===== src/hdl/sfc_pkg.sv =====
// Shared constants, types and frame builder for the serial format control block
package sfc_pkg;

  // ----------------------------------------------------------------
  // Register map
  // ----------------------------------------------------------------
  localparam logic [7:0] OFS_FORMAT = 8'h00;
  localparam logic [7:0] OFS_CONTROL = 8'h04;
  localparam logic [7:0] OFS_STATUS = 8'h08;
  localparam logic [7:0] OFS_TXHOLD = 8'h0C;
  localparam logic [7:0] OFS_RXHOLD = 8'h10;

  typedef enum logic [2:0] {
    REG_FORMAT = 3'b000,
    REG_CONTROL = 3'b001,
    REG_STATUS = 3'b010,
    REG_TXHOLD = 3'b011,
    REG_RXHOLD = 3'b100,
    REG_NONE = 3'b111
  } sfc_reg_t;

  // Format register fields
  localparam int FMT_SYNC = 7;
  localparam int FMT_CHR7 = 6;
  localparam int FMT_PAR = 5;
  localparam int FMT_ODD = 4;
  localparam int FMT_STOP2 = 3;
  localparam int FMT_MP = 2;
  localparam int FMT_CKS = 0;
  // Control register fields
  localparam int CTL_TIE = 7;
  localparam int CTL_RIE = 6;
  localparam int CTL_TE = 5;
  localparam int CTL_RE = 4;
  localparam int CTL_MULTIPROC_IRQ_EN = 3;
  // Status register fields
  localparam int ST_TX_EMPTY_FLAG = 7;
  localparam int ST_RX_FULL_FLAG = 6;
  localparam int ST_OVERRUN_FLAG = 5;
  localparam int ST_FER = 4;
  localparam int ST_PER = 3;
  localparam int ST_MPBR = 1;
  localparam int ST_MPBT = 0;

  // Reset values
  localparam logic [7:0] FORMAT_RST = 8'h00;
  localparam logic [7:0] CONTROL_RST = 8'h00;
  localparam logic [7:0] TXHOLD_RST = 8'hFF;
  localparam logic [7:0] RXHOLD_RST = 8'h00;

  // Bit timing: sixteen prescaled ticks per bit, sampled mid-bit
  localparam logic [3:0] PH_MID = 4'h7;
  localparam logic [3:0] PH_LAST = 4'hF;

  // Address decode shared by the read and write paths
  function automatic sfc_reg_t sfc_decode(input logic [7:0] a);
    unique case (a)
      OFS_FORMAT: return REG_FORMAT;
      OFS_CONTROL: return REG_CONTROL;
      OFS_STATUS: return REG_STATUS;
      OFS_TXHOLD: return REG_TXHOLD;
      OFS_RXHOLD: return REG_RXHOLD;
      default: return REG_NONE;
    endcase
  endfunction : sfc_decode

  // Builds a frame, LSB first; returns {bit count, bits}
  function automatic logic [15:0] sfc_frame(input logic [7:0] d, input logic sync, input logic seven,
                                            input logic extra_on, input logic extra, input logic stop2);
    logic [11:0] f;
    logic [3:0] n;
    logic [3:0] len;
    f = 12'hFFF;
    n = seven ? 4'h7 : 4'h8;
    if (sync)
    begin
      f = {4'hF, d};
      len = 4'h8;
    end
    else
    begin
      f[0] = 1'b0;
      for (int i = 0; i < 8; i++)
      begin
        if (i < int'(n))
          f[i+1] = d[i];
      end
      if (extra_on)
        f[n+4'h1] = extra;
      len = n + 4'h2 + {3'b000, extra_on} + {3'b000, stop2};
    end
    return {len, f};
  endfunction : sfc_frame

endpackage : sfc_pkg


===== src/hdl/sfc_link_if.sv =====
// Serial link between the channel and the remote serial device
`timescale 1ns/1ps
interface sfc_link_if;
  logic dev_txd; // Channel transmit data
  logic dev_sck; // Channel serial clock, synchronous mode
  logic far_txd; // Remote transmit data
  logic far_sck; // Remote serial clock, synchronous mode

  modport dev (output dev_txd, output dev_sck, input far_txd, input far_sck);
  modport far (input dev_txd, input dev_sck, output far_txd, output far_sck);
endinterface : sfc_link_if


===== src/hdl/sfc_device.sv =====
// Serial channel with format and control registers on APB
//
// The APB register port and the placing of the registers were chosen for this implementation.
`timescale 1ns/1ps
module sfc_device (
  input wire logic clk, // System clock
  input wire logic sys_rst, // Synchronous reset
  input wire logic standby, // Standby entry, clears like reset
  input wire logic psel, // APB select
  input wire logic penable, // APB enable
  input wire logic pwrite, // APB direction
  input wire logic [7:0] paddr, // APB address
  input wire logic [31:0] pwdata, // APB write data
  output logic [31:0] prdata, // APB read data
  output logic pready, // APB ready
  output logic pslverr, // APB error, unmapped address
  output logic tx_empty_irq, // Transmit empty request
  output logic rx_full_irq, // Receive full request
  output logic rx_error_irq, // Receive error request
  sfc_link_if.dev link // Serial link
);

  // ----------------------------------------------------------------
  // Declarations
  // ----------------------------------------------------------------
  logic clr;
  logic access_wr;
  logic access_rd;
  sfc_pkg::sfc_reg_t sel;
  logic [7:0] format_q;
  logic [7:0] control_q;
  logic [7:0] thr_q;
  logic [7:0] rdr_q;
  logic [7:0] armed_q;
  logic [7:0] status;
  logic [31:0] prdata_q;
  logic tx_empty_flag_q, rx_full_flag_q, overrun_flag_q, fer_q, per_q, mpbr_q, mpbt_q;
  logic is_sync, seven, par_on, mp_on, multiproc_irq_en_on, odd;
  logic [5:0] pre_q;
  logic [5:0] pre_mask;
  logic tick;
  logic tx_busy_q;
  logic [11:0] tsr_q;
  logic [3:0] tx_left_q;
  logic [3:0] tx_ph_q;
  logic tx_load;
  logic [7:0] tx_data;
  logic txd_q, sck_q;
  logic rxd_q, rxd_p_q, fsck_q, fsck_p_q;
  logic rx_busy_q;
  logic [3:0] rx_ph_q;
  logic [3:0] rx_idx_q;
  logic [3:0] rx_len;
  logic [8:0] rsr_q;
  logic rx_done_q;
  logic rx_stop_q;
  logic [7:0] rx_byte;
  logic rx_extra;
  logic rx_keep;
  logic mp_hit;
  logic clr_st;
  logic rx_room;

  // ----------------------------------------------------------------
  // Mode decode
  // ----------------------------------------------------------------
  assign clr = sys_rst | standby;
  assign is_sync = format_q[sfc_pkg::FMT_SYNC];
  assign seven = ~is_sync & format_q[sfc_pkg::FMT_CHR7];
  assign mp_on = ~is_sync & format_q[sfc_pkg::FMT_MP];
  assign par_on = ~is_sync & ~mp_on & format_q[sfc_pkg::FMT_PAR];
  assign odd = par_on & format_q[sfc_pkg::FMT_ODD];
  assign multiproc_irq_en_on = mp_on & control_q[sfc_pkg::CTL_MULTIPROC_IRQ_EN];

  // ----------------------------------------------------------------
  // APB slave
  // ----------------------------------------------------------------
  assign sel = sfc_pkg::sfc_decode(paddr);
  assign access_wr = psel & penable & pwrite;
  assign access_rd = psel & penable & ~pwrite;
  assign pready = 1'b1;
  assign pslverr = psel & penable & (sel == sfc_pkg::REG_NONE);
  assign prdata = prdata_q;
  assign status = {tx_empty_flag_q, rx_full_flag_q, overrun_flag_q, fer_q, per_q, 1'b0, mpbr_q, mpbt_q};

  // Read data is latched in the setup cycle
  always_ff @(posedge clk)
  begin
    if (clr)
      prdata_q <= '0;
    else if (psel & ~penable)
    begin
      unique case (sel)
        sfc_pkg::REG_FORMAT: prdata_q <= {24'h000000, format_q};
        sfc_pkg::REG_CONTROL: prdata_q <= {24'h000000, control_q};
        sfc_pkg::REG_STATUS: prdata_q <= {24'h000000, status};
        sfc_pkg::REG_TXHOLD: prdata_q <= {24'h000000, thr_q};
        sfc_pkg::REG_RXHOLD: prdata_q <= {24'h000000, rdr_q};
        sfc_pkg::REG_NONE: prdata_q <= '0;
      endcase
    end
  end

  // Status bits read as one arm their clear
  always_ff @(posedge clk)
  begin
    if (clr)
      armed_q <= 8'h00;
    else if (access_rd & (sel == sfc_pkg::REG_STATUS))
      armed_q <= prdata_q[7:0];
  end

  // Format register
  always_ff @(posedge clk)
  begin
    if (clr)
      format_q <= sfc_pkg::FORMAT_RST;
    else if (access_wr & (sel == sfc_pkg::REG_FORMAT))
      format_q <= pwdata[7:0];
  end

  // Control register; a wake character drops the wake enable
  always_ff @(posedge clk)
  begin
    if (clr)
      control_q <= sfc_pkg::CONTROL_RST;
    else
    begin
      if (access_wr & (sel == sfc_pkg::REG_CONTROL))
        control_q <= pwdata[7:0];
      if (mp_hit)
        control_q[sfc_pkg::CTL_MULTIPROC_IRQ_EN] <= 1'b0;
    end
  end

  // Transmit holding register
  always_ff @(posedge clk)
  begin
    if (clr)
      thr_q <= sfc_pkg::TXHOLD_RST;
    else if (access_wr & (sel == sfc_pkg::REG_TXHOLD))
      thr_q <= pwdata[7:0];
  end

  // ----------------------------------------------------------------
  // Status flags: a hardware set wins over a software clear
  // ----------------------------------------------------------------
  assign clr_st = access_wr & (sel == sfc_pkg::REG_STATUS);
  // A character landing in the cycle its full flag is cleared is kept, not overrun
  assign rx_room = ~rx_full_flag_q | (clr_st & ~pwdata[sfc_pkg::ST_RX_FULL_FLAG] & armed_q[sfc_pkg::ST_RX_FULL_FLAG]);

  always_ff @(posedge clk)
  begin
    if (clr)
    begin
      tx_empty_flag_q <= 1'b1;
      rx_full_flag_q <= 1'b0;
      overrun_flag_q <= 1'b0;
      fer_q <= 1'b0;
      per_q <= 1'b0;
      mpbr_q <= 1'b0;
      mpbt_q <= 1'b0;
    end
    else
    begin
      if (clr_st)
      begin
        mpbt_q <= pwdata[sfc_pkg::ST_MPBT];
        if (~pwdata[sfc_pkg::ST_TX_EMPTY_FLAG] & armed_q[sfc_pkg::ST_TX_EMPTY_FLAG])
          tx_empty_flag_q <= 1'b0;
        if (~pwdata[sfc_pkg::ST_RX_FULL_FLAG] & armed_q[sfc_pkg::ST_RX_FULL_FLAG])
          rx_full_flag_q <= 1'b0;
        if (~pwdata[sfc_pkg::ST_OVERRUN_FLAG] & armed_q[sfc_pkg::ST_OVERRUN_FLAG])
          overrun_flag_q <= 1'b0;
        if (~pwdata[sfc_pkg::ST_FER] & armed_q[sfc_pkg::ST_FER])
          fer_q <= 1'b0;
        if (~pwdata[sfc_pkg::ST_PER] & armed_q[sfc_pkg::ST_PER])
          per_q <= 1'b0;
      end
      if (tx_load | ~control_q[sfc_pkg::CTL_TE])
        tx_empty_flag_q <= 1'b1;
      if (rx_keep)
      begin
        if (mp_on)
          mpbr_q <= rx_extra;
        if (~rx_room)
          overrun_flag_q <= 1'b1;
        else
        begin
          rx_full_flag_q <= 1'b1;
          if (~is_sync & ~rx_stop_q)
            fer_q <= 1'b1;
          if (par_on & ((^rx_byte ^ rx_extra) != odd))
            per_q <= 1'b1;
        end
      end
    end
  end

  // Receive holding register; left alone on overrun
  always_ff @(posedge clk)
  begin
    if (clr)
      rdr_q <= sfc_pkg::RXHOLD_RST;
    else if (rx_keep & rx_room)
      rdr_q <= rx_byte;
  end

  // Requests; removed with their flag or enable
  assign tx_empty_irq = control_q[sfc_pkg::CTL_TIE] & tx_empty_flag_q;
  assign rx_full_irq = control_q[sfc_pkg::CTL_RIE] & rx_full_flag_q;
  assign rx_error_irq = control_q[sfc_pkg::CTL_RIE] & (overrun_flag_q | fer_q | per_q);

  // ----------------------------------------------------------------
  // Baud prescaler
  // ----------------------------------------------------------------
  always_comb
  begin
    unique case (format_q[sfc_pkg::FMT_CKS +: 2])
      2'b00: pre_mask = 6'h00;
      2'b01: pre_mask = 6'h03;
      2'b10: pre_mask = 6'h0F;
      2'b11: pre_mask = 6'h3F;
    endcase
  end
  assign tick = &(pre_q | ~pre_mask);

  always_ff @(posedge clk)
  begin
    if (clr)
      pre_q <= 6'h00;
    else
      pre_q <= pre_q + 6'h01;
  end

  // ----------------------------------------------------------------
  // Transmitter
  // ----------------------------------------------------------------
  assign tx_load = control_q[sfc_pkg::CTL_TE] & ~tx_empty_flag_q & ~tx_busy_q;
  assign tx_data = seven ? {1'b0, thr_q[6:0]} : thr_q;

  always_ff @(posedge clk)
  begin
    if (clr)
    begin
      tx_busy_q <= 1'b0;
      tsr_q <= 12'hFFF;
      tx_left_q <= 4'h0;
      tx_ph_q <= 4'h0;
    end
    else if (~tx_busy_q)
    begin
      if (tx_load)
      begin
        tx_busy_q <= 1'b1;
        tx_ph_q <= 4'h0;
        {tx_left_q, tsr_q} <= sfc_pkg::sfc_frame(tx_data, is_sync, seven, par_on | mp_on,
            mp_on ? mpbt_q : (^tx_data ^ odd), ~is_sync & format_q[sfc_pkg::FMT_STOP2]);
      end
    end
    else if (tick)
    begin
      tx_ph_q <= tx_ph_q + 4'h1;
      if (tx_ph_q == sfc_pkg::PH_LAST)
      begin
        tsr_q <= {1'b1, tsr_q[11:1]};
        tx_left_q <= tx_left_q - 4'h1;
        if (tx_left_q == 4'h1)
          tx_busy_q <= 1'b0;
      end
    end
  end

  // Line drivers; clock low in the first half of each sync bit
  always_ff @(posedge clk)
  begin
    if (clr)
    begin
      txd_q <= 1'b1;
      sck_q <= 1'b1;
    end
    else
    begin
      txd_q <= tx_busy_q ? tsr_q[0] : 1'b1;
      sck_q <= (tx_busy_q & is_sync) ? tx_ph_q[3] : 1'b1;
    end
  end
  assign link.dev_txd = txd_q;
  assign link.dev_sck = sck_q;

  // ----------------------------------------------------------------
  // Receiver
  // ----------------------------------------------------------------
  assign rx_len = is_sync ? 4'h8 : ((seven ? 4'h7 : 4'h8) + {3'b000, par_on | mp_on});
  assign rx_byte = seven ? {1'b0, rsr_q[6:0]} : rsr_q[7:0];
  assign rx_extra = seven ? rsr_q[7] : rsr_q[8];
  assign mp_hit = rx_done_q & multiproc_irq_en_on & rx_extra;
  assign rx_keep = rx_done_q & (~multiproc_irq_en_on | rx_extra);

  // Line sampling and edge history
  always_ff @(posedge clk)
  begin
    if (clr)
    begin
      rxd_q <= 1'b1;
      rxd_p_q <= 1'b1;
      fsck_q <= 1'b1;
      fsck_p_q <= 1'b1;
    end
    else
    begin
      rxd_q <= link.far_txd;
      rxd_p_q <= rxd_q;
      fsck_q <= link.far_sck;
      fsck_p_q <= fsck_q;
    end
  end

  // Bit collection, LSB first
  always_ff @(posedge clk)
  begin
    if (clr)
    begin
      rx_busy_q <= 1'b0;
      rx_ph_q <= 4'h0;
      rx_idx_q <= 4'h0;
      rsr_q <= 9'h000;
      rx_done_q <= 1'b0;
      rx_stop_q <= 1'b1;
    end
    else
    begin
      rx_done_q <= 1'b0;
      if (~control_q[sfc_pkg::CTL_RE])
      begin
        rx_busy_q <= 1'b0;
        rx_idx_q <= 4'h0;
      end
      else if (is_sync)
      begin
        if (fsck_q & ~fsck_p_q)
        begin
          rsr_q[rx_idx_q] <= rxd_q;
          rx_idx_q <= (rx_idx_q == 4'h7) ? 4'h0 : rx_idx_q + 4'h1;
          rx_done_q <= (rx_idx_q == 4'h7);
        end
      end
      else if (~rx_busy_q)
      begin
        if (~rxd_q & rxd_p_q)
        begin
          rx_busy_q <= 1'b1;
          rx_ph_q <= 4'h0;
          rx_idx_q <= 4'h0;
        end
      end
      else if (tick)
      begin
        rx_ph_q <= rx_ph_q + 4'h1;
        if (rx_ph_q == sfc_pkg::PH_MID)
        begin
          rx_idx_q <= rx_idx_q + 4'h1;
          if (rx_idx_q == 4'h0)
            rx_busy_q <= ~rxd_q;
          else if (rx_idx_q <= rx_len)
            rsr_q[rx_idx_q - 4'h1] <= rxd_q;
          else
          begin
            rx_busy_q <= 1'b0;
            rx_stop_q <= rxd_q;
            rx_done_q <= 1'b1;
          end
        end
      end
    end
  end

endmodule : sfc_device


===== src/flat_wrapper.sv =====
// flat-port wrapper written by rule: the top's interface ports become plain ports
module sfc_device_flat 
  (clk, sys_rst, standby, psel, penable, pwrite, paddr, pwdata, prdata, pready, pslverr, tx_empty_irq, rx_full_irq, rx_error_irq, link_dev_txd, link_dev_sck, link_far_txd, link_far_sck);
  sfc_link_if link_i ();
  input wire logic clk;
  input wire logic sys_rst;
  input wire logic standby;
  input wire logic psel;
  input wire logic penable;
  input wire logic pwrite;
  input wire logic [7:0] paddr;
  input wire logic [31:0] pwdata;
  output logic [31:0] prdata;
  output logic pready;
  output logic pslverr;
  output logic tx_empty_irq;
  output logic rx_full_irq;
  output logic rx_error_irq;
  output wire logic [$bits(link_i.dev_txd)-1:0] link_dev_txd;
  output wire logic [$bits(link_i.dev_sck)-1:0] link_dev_sck;
  input wire logic [$bits(link_i.far_txd)-1:0] link_far_txd;
  input wire logic [$bits(link_i.far_sck)-1:0] link_far_sck;
  assign link_dev_txd = link_i.dev_txd;
  assign link_dev_sck = link_i.dev_sck;
  assign link_i.far_txd = link_far_txd;
  assign link_i.far_sck = link_far_sck;
  sfc_device u_core (.clk(clk), .sys_rst(sys_rst), .standby(standby), .psel(psel), .penable(penable), .pwrite(pwrite), .paddr(paddr), .pwdata(pwdata), .prdata(prdata), .pready(pready), .pslverr(pslverr), .tx_empty_irq(tx_empty_irq), .rx_full_irq(rx_full_irq), .rx_error_irq(rx_error_irq), .link(link_i));
endmodule

===== config.mk =====
export PLATFORM = sky130hd
export DESIGN_NAME = sfc_device_flat
export DESIGN_NICKNAME = d
export VERILOG_FILES = /design/src/hdl/sfc_pkg.sv /design/src/hdl/sfc_link_if.sv /design/src/hdl/sfc_device.sv /design/src/flat_wrapper.sv
export SDC_FILE = /design/constraint.sdc
export NUM_CORES = 1
export LEC_CHECK = 0
export BUFFER_PORTS_ARGS = -buffer_cell sky130_fd_sc_hd__buf_2
export CORE_MARGIN = 8
export CORE_UTILIZATION = 42
export CTS_CLUSTER_SIZE = 8
export DETAILED_ROUTE_END_ITERATION = 10
export GPL_ROUTABILITY_DRIVEN = 0
export GPL_TIMING_DRIVEN = 0
export PLACE_DENSITY_LB_ADDON = 0.15
export SLEW_MARGIN = 30
export SYNTH_ARGS = -nofsm -noshare
export SYNTH_HDL_FRONTEND = slang
export SYNTH_SLANG_ARGS = --single-unit

===== constraint.sdc =====
create_clock -name clk -period 3.6 [get_ports clk]
set_clock_uncertainty 0.15 [all_clocks]
set_input_delay 0.54 -clock clk [delete_from_list [all_inputs] [get_ports clk]]
set_output_delay 0.54 -clock clk [all_outputs]
set_load 0.02 [all_outputs]

==> out/qor.txt <==
Final Net Count: 824
Root Buffer: clkbuf_16
CP max stage delay: 0.45 ns
RR Startpoint: u_core.format_q[7]
Synth Warn #: 0
P_leak: 2.538 nW
share of layout cells above drive strength 1: 14.15%
final core occ: 48.29%
FF+latch area: 2062 um2
area of the die: 17760 um2
Total Wirelength: 16.14 mm
Post-Syn Instances: 688
register area share after synthesis: 35.70%
Tot Pwr: 2.356 mW
Worst VDD drop: 0.2839 mV
GR Overflow Total: 0
Hold Startpoint: link_far_txd
DR pass1 iterations: 5
max cap viols: 0
Clock Latency Late Sink: 0.36 ns
Max Freq: 309.0 MHz
Worst Path Arrival: 3.37 ns
vias: 5256
ANT cells: 0
hold worst-path end: u_core.rxd_q
most common cell in the netlist: dfxtp_1
ranking of synthesized cells by area: dfxtp_1 (36%), mux2i_1 (6.8%), a21oi_1 (5.4%)
slowest stage cell, crit path: dfxtp_1
Worst Setup End Kind: flip-flop
synth unique cells: 68
Hold Buf Count CTS: 0
initial antenna violation count: 0
routed len/inst: 17.12 um
H-tree depth: 3
Final setup viols: 0
Worst-Margin Slew: 0.7191 ns
critical path startpoint category: flip-flop
Fin Setup TNS: 0 ns
post-route ant nets: 0
Post-Place Setup Slack: 0.1894 ns
Critical Path, Cell by Cell: buf_4 > buf_2 > buf_2 > nor2_1 > nand2_1 > nand2_1 > ha_1 > and4_1 > a31oi_1 > a21boi_2 > nand4_1 > mux2i_1
# DRC: 0
setup ws final: 0.3642 ns
Synth area leader: dfxtp_1
first-pass GRT wire length: 26.14 mm
Hold WS: 0.2128 ns
I/O pin total: 87
R2R depth: 12
Worst-path clk slew: 0.07 ns
period utilisation layout: 89.88%
Max Slew Vio Count: 0
clock tree from TritonCTS: done
Synth Cell Area: 5776 um2
vias in the first global route: 4973
HPWL Detailed: 12.09 mm
Hold Path Depth: 2
Layout Cells excl Fill: 943
Multi-input gate area: 3377 um2
clock buffer depth: 2
worst path bufs/invs: 3
RR Endpoint: u_core.rsr_q[5]
outcome: completed
Finished Cell Area: 6599 um2
relative slew slack: 52.06%
die width: 133.3 um
Fill cells: 1374
Period minus WS final: 3.236 ns
I/O Buffers: 36
post-DR vias/cell: 5.574
reg2reg setup slack: 0.36 ns
total CTS buffers: 9
RSZ-0062 raised after global routing: no
# rows: 43
area delta synth->final: 14.25%
WP data required: 3.74 ns
Max Fanout on Critical Path: 10
die height: 133.3 um
CP delay by family, top: buffers and inverters
placed insts: 927
Synth Flop Type: dfxtp_1
Core ar.: 13670 um2
largest net degree at the start of global routing: 17
GRT Overall Usage: 18.12%
Starting Density: 42.26%
Post-Syn Area per Cell: 8.395 um2
Commonest cells post-synth: dfxtp_1 (103), nand2_1 (74), a21oi_1 (62)
Yosys reg bits: 103
PwrDens: 357.1 nW/um2
final hold viol count: 0
Post-synth ARST share: 0%
dpl cell area: 6267 um2
EDFF count, synth: 0
Initial DRC Count: 379
Sink Count: 103
HP Class: primary input to flip-flop
Crit Path Category: flip-flop to flip-flop
Synth top area share: 35.70%
worst register-to-register path: cells and delay by family (launching register included):
family	cells	cell delay (ns)
AOI/OAI and AO/OA	2	0.59
adders and majority gates	1	0.30
buffers and inverters	3	0.85
DFF	1	0.45
muxes	1	0.19
and+or+nand+nor	5	0.64
sequential cells by signal, indices dropped and copies added (netlist names), 4 cells and up:
register          cells
u_core.pre_q          6
u_core.format_q       8
u_core.rx_idx_q       4
u_core.prdata         8
u_core.thr_q          8
u_core.armed_q        5
u_core.tsr_q         10
u_core.rx_ph_q        4
u_core.rdr_q          8
u_core.tx_left_q      4
u_core.rsr_q          9
u_core.tx_ph_q        4
u_core.control_q      8
placed cells by master (no fill, tap or decap), drive strengths merged, types with 6 or more instances in the layout:
cell type,count
nand4,14
and2,6
dfxtp,103
nand2,74
clkbuf,36
or3,20
o211ai,12
nor2b,18
inv,18
ha,17
mux2i,39
mux2,7
nor3,10
nand2b,15
a22oi,7
o21ai,31
nand3,25
a31oi,6
conb,25
buf,78
xnor2,11
nor2,46
a21oi,62
a21o,6
worst max path at each step:
stage | from | slack, ns | cells after the start | endpoint
6_report | u_core.format_q[7] | 0.36 | 12 | u_core.rsr_q[5]
3_5_place_dp | u_core.format_q[7] | 0.19 | 12 | u_core.rsr_q[5]
2_1_floorplan | u_core.format_q[7] | 0.99 | 12 | u_core.rsr_q[8]
4_1_cts | u_core.format_q[7] | 0.18 | 12 | u_core.rsr_q[5]
5_1_grt | u_core.format_q[7] | 0.16 | 12 | u_core.rsr_q[3]
3_3_place_gp | u_core.format_q[7] | 0.29 | 12 | u_core.rsr_q[5]
metal layers:
metal  share of wire [%]  track usage (%)
met1                  47            24.28
met2                  46            28.48
met3                 5.3            4.142
met4                 1.2            5.053
met5                   0                0
layout make-up:
| cell class | instances | share of cell area (%) |
|---|---|---|
| Buffer | 65 | 5.499 |
| Clock buffer | 13 | 4.247 |
| Clock inverter | 3 | 0.7205 |
| Inverter | 17 | 0.9670 |
| Multi-Input combinational cell | 526 | 51.18 |
| Sequential cell | 103 | 31.25 |
| Tap cell | 180 | 3.413 |
| Timing Repair Buffer | 36 | 2.730 |
power breakdown:
part / switching (mW) / internal [mW] / total, mW
registers: 0.00259 / 1.14 / 1.14
clock network: 0.451 / 0.619 / 1.07
logic: 0.0936 / 0.0493 / 0.143
repair_timing:
| item | in CTS | in global routing |
|---|---|---|
| resized for setup | 0 | 1 |
| buffers inserted | 0 | 0 |
| endpoints found under the setup margin | 0 | 7 |
cells by family after synthesis:
logic type	Yosys count	share of synthesized area [%]
buffers and inverters	82	7.387
other	2	0.1300
and+or+nand+nor	266	24.68
adders and majority gates	18	4.029
AOI/OAI and AO/OA	155	16.81
DFF	103	35.70
xor gates and xnor gates	16	3.141
muxes	46	8.124
Power figures use the tool's default switching activity.
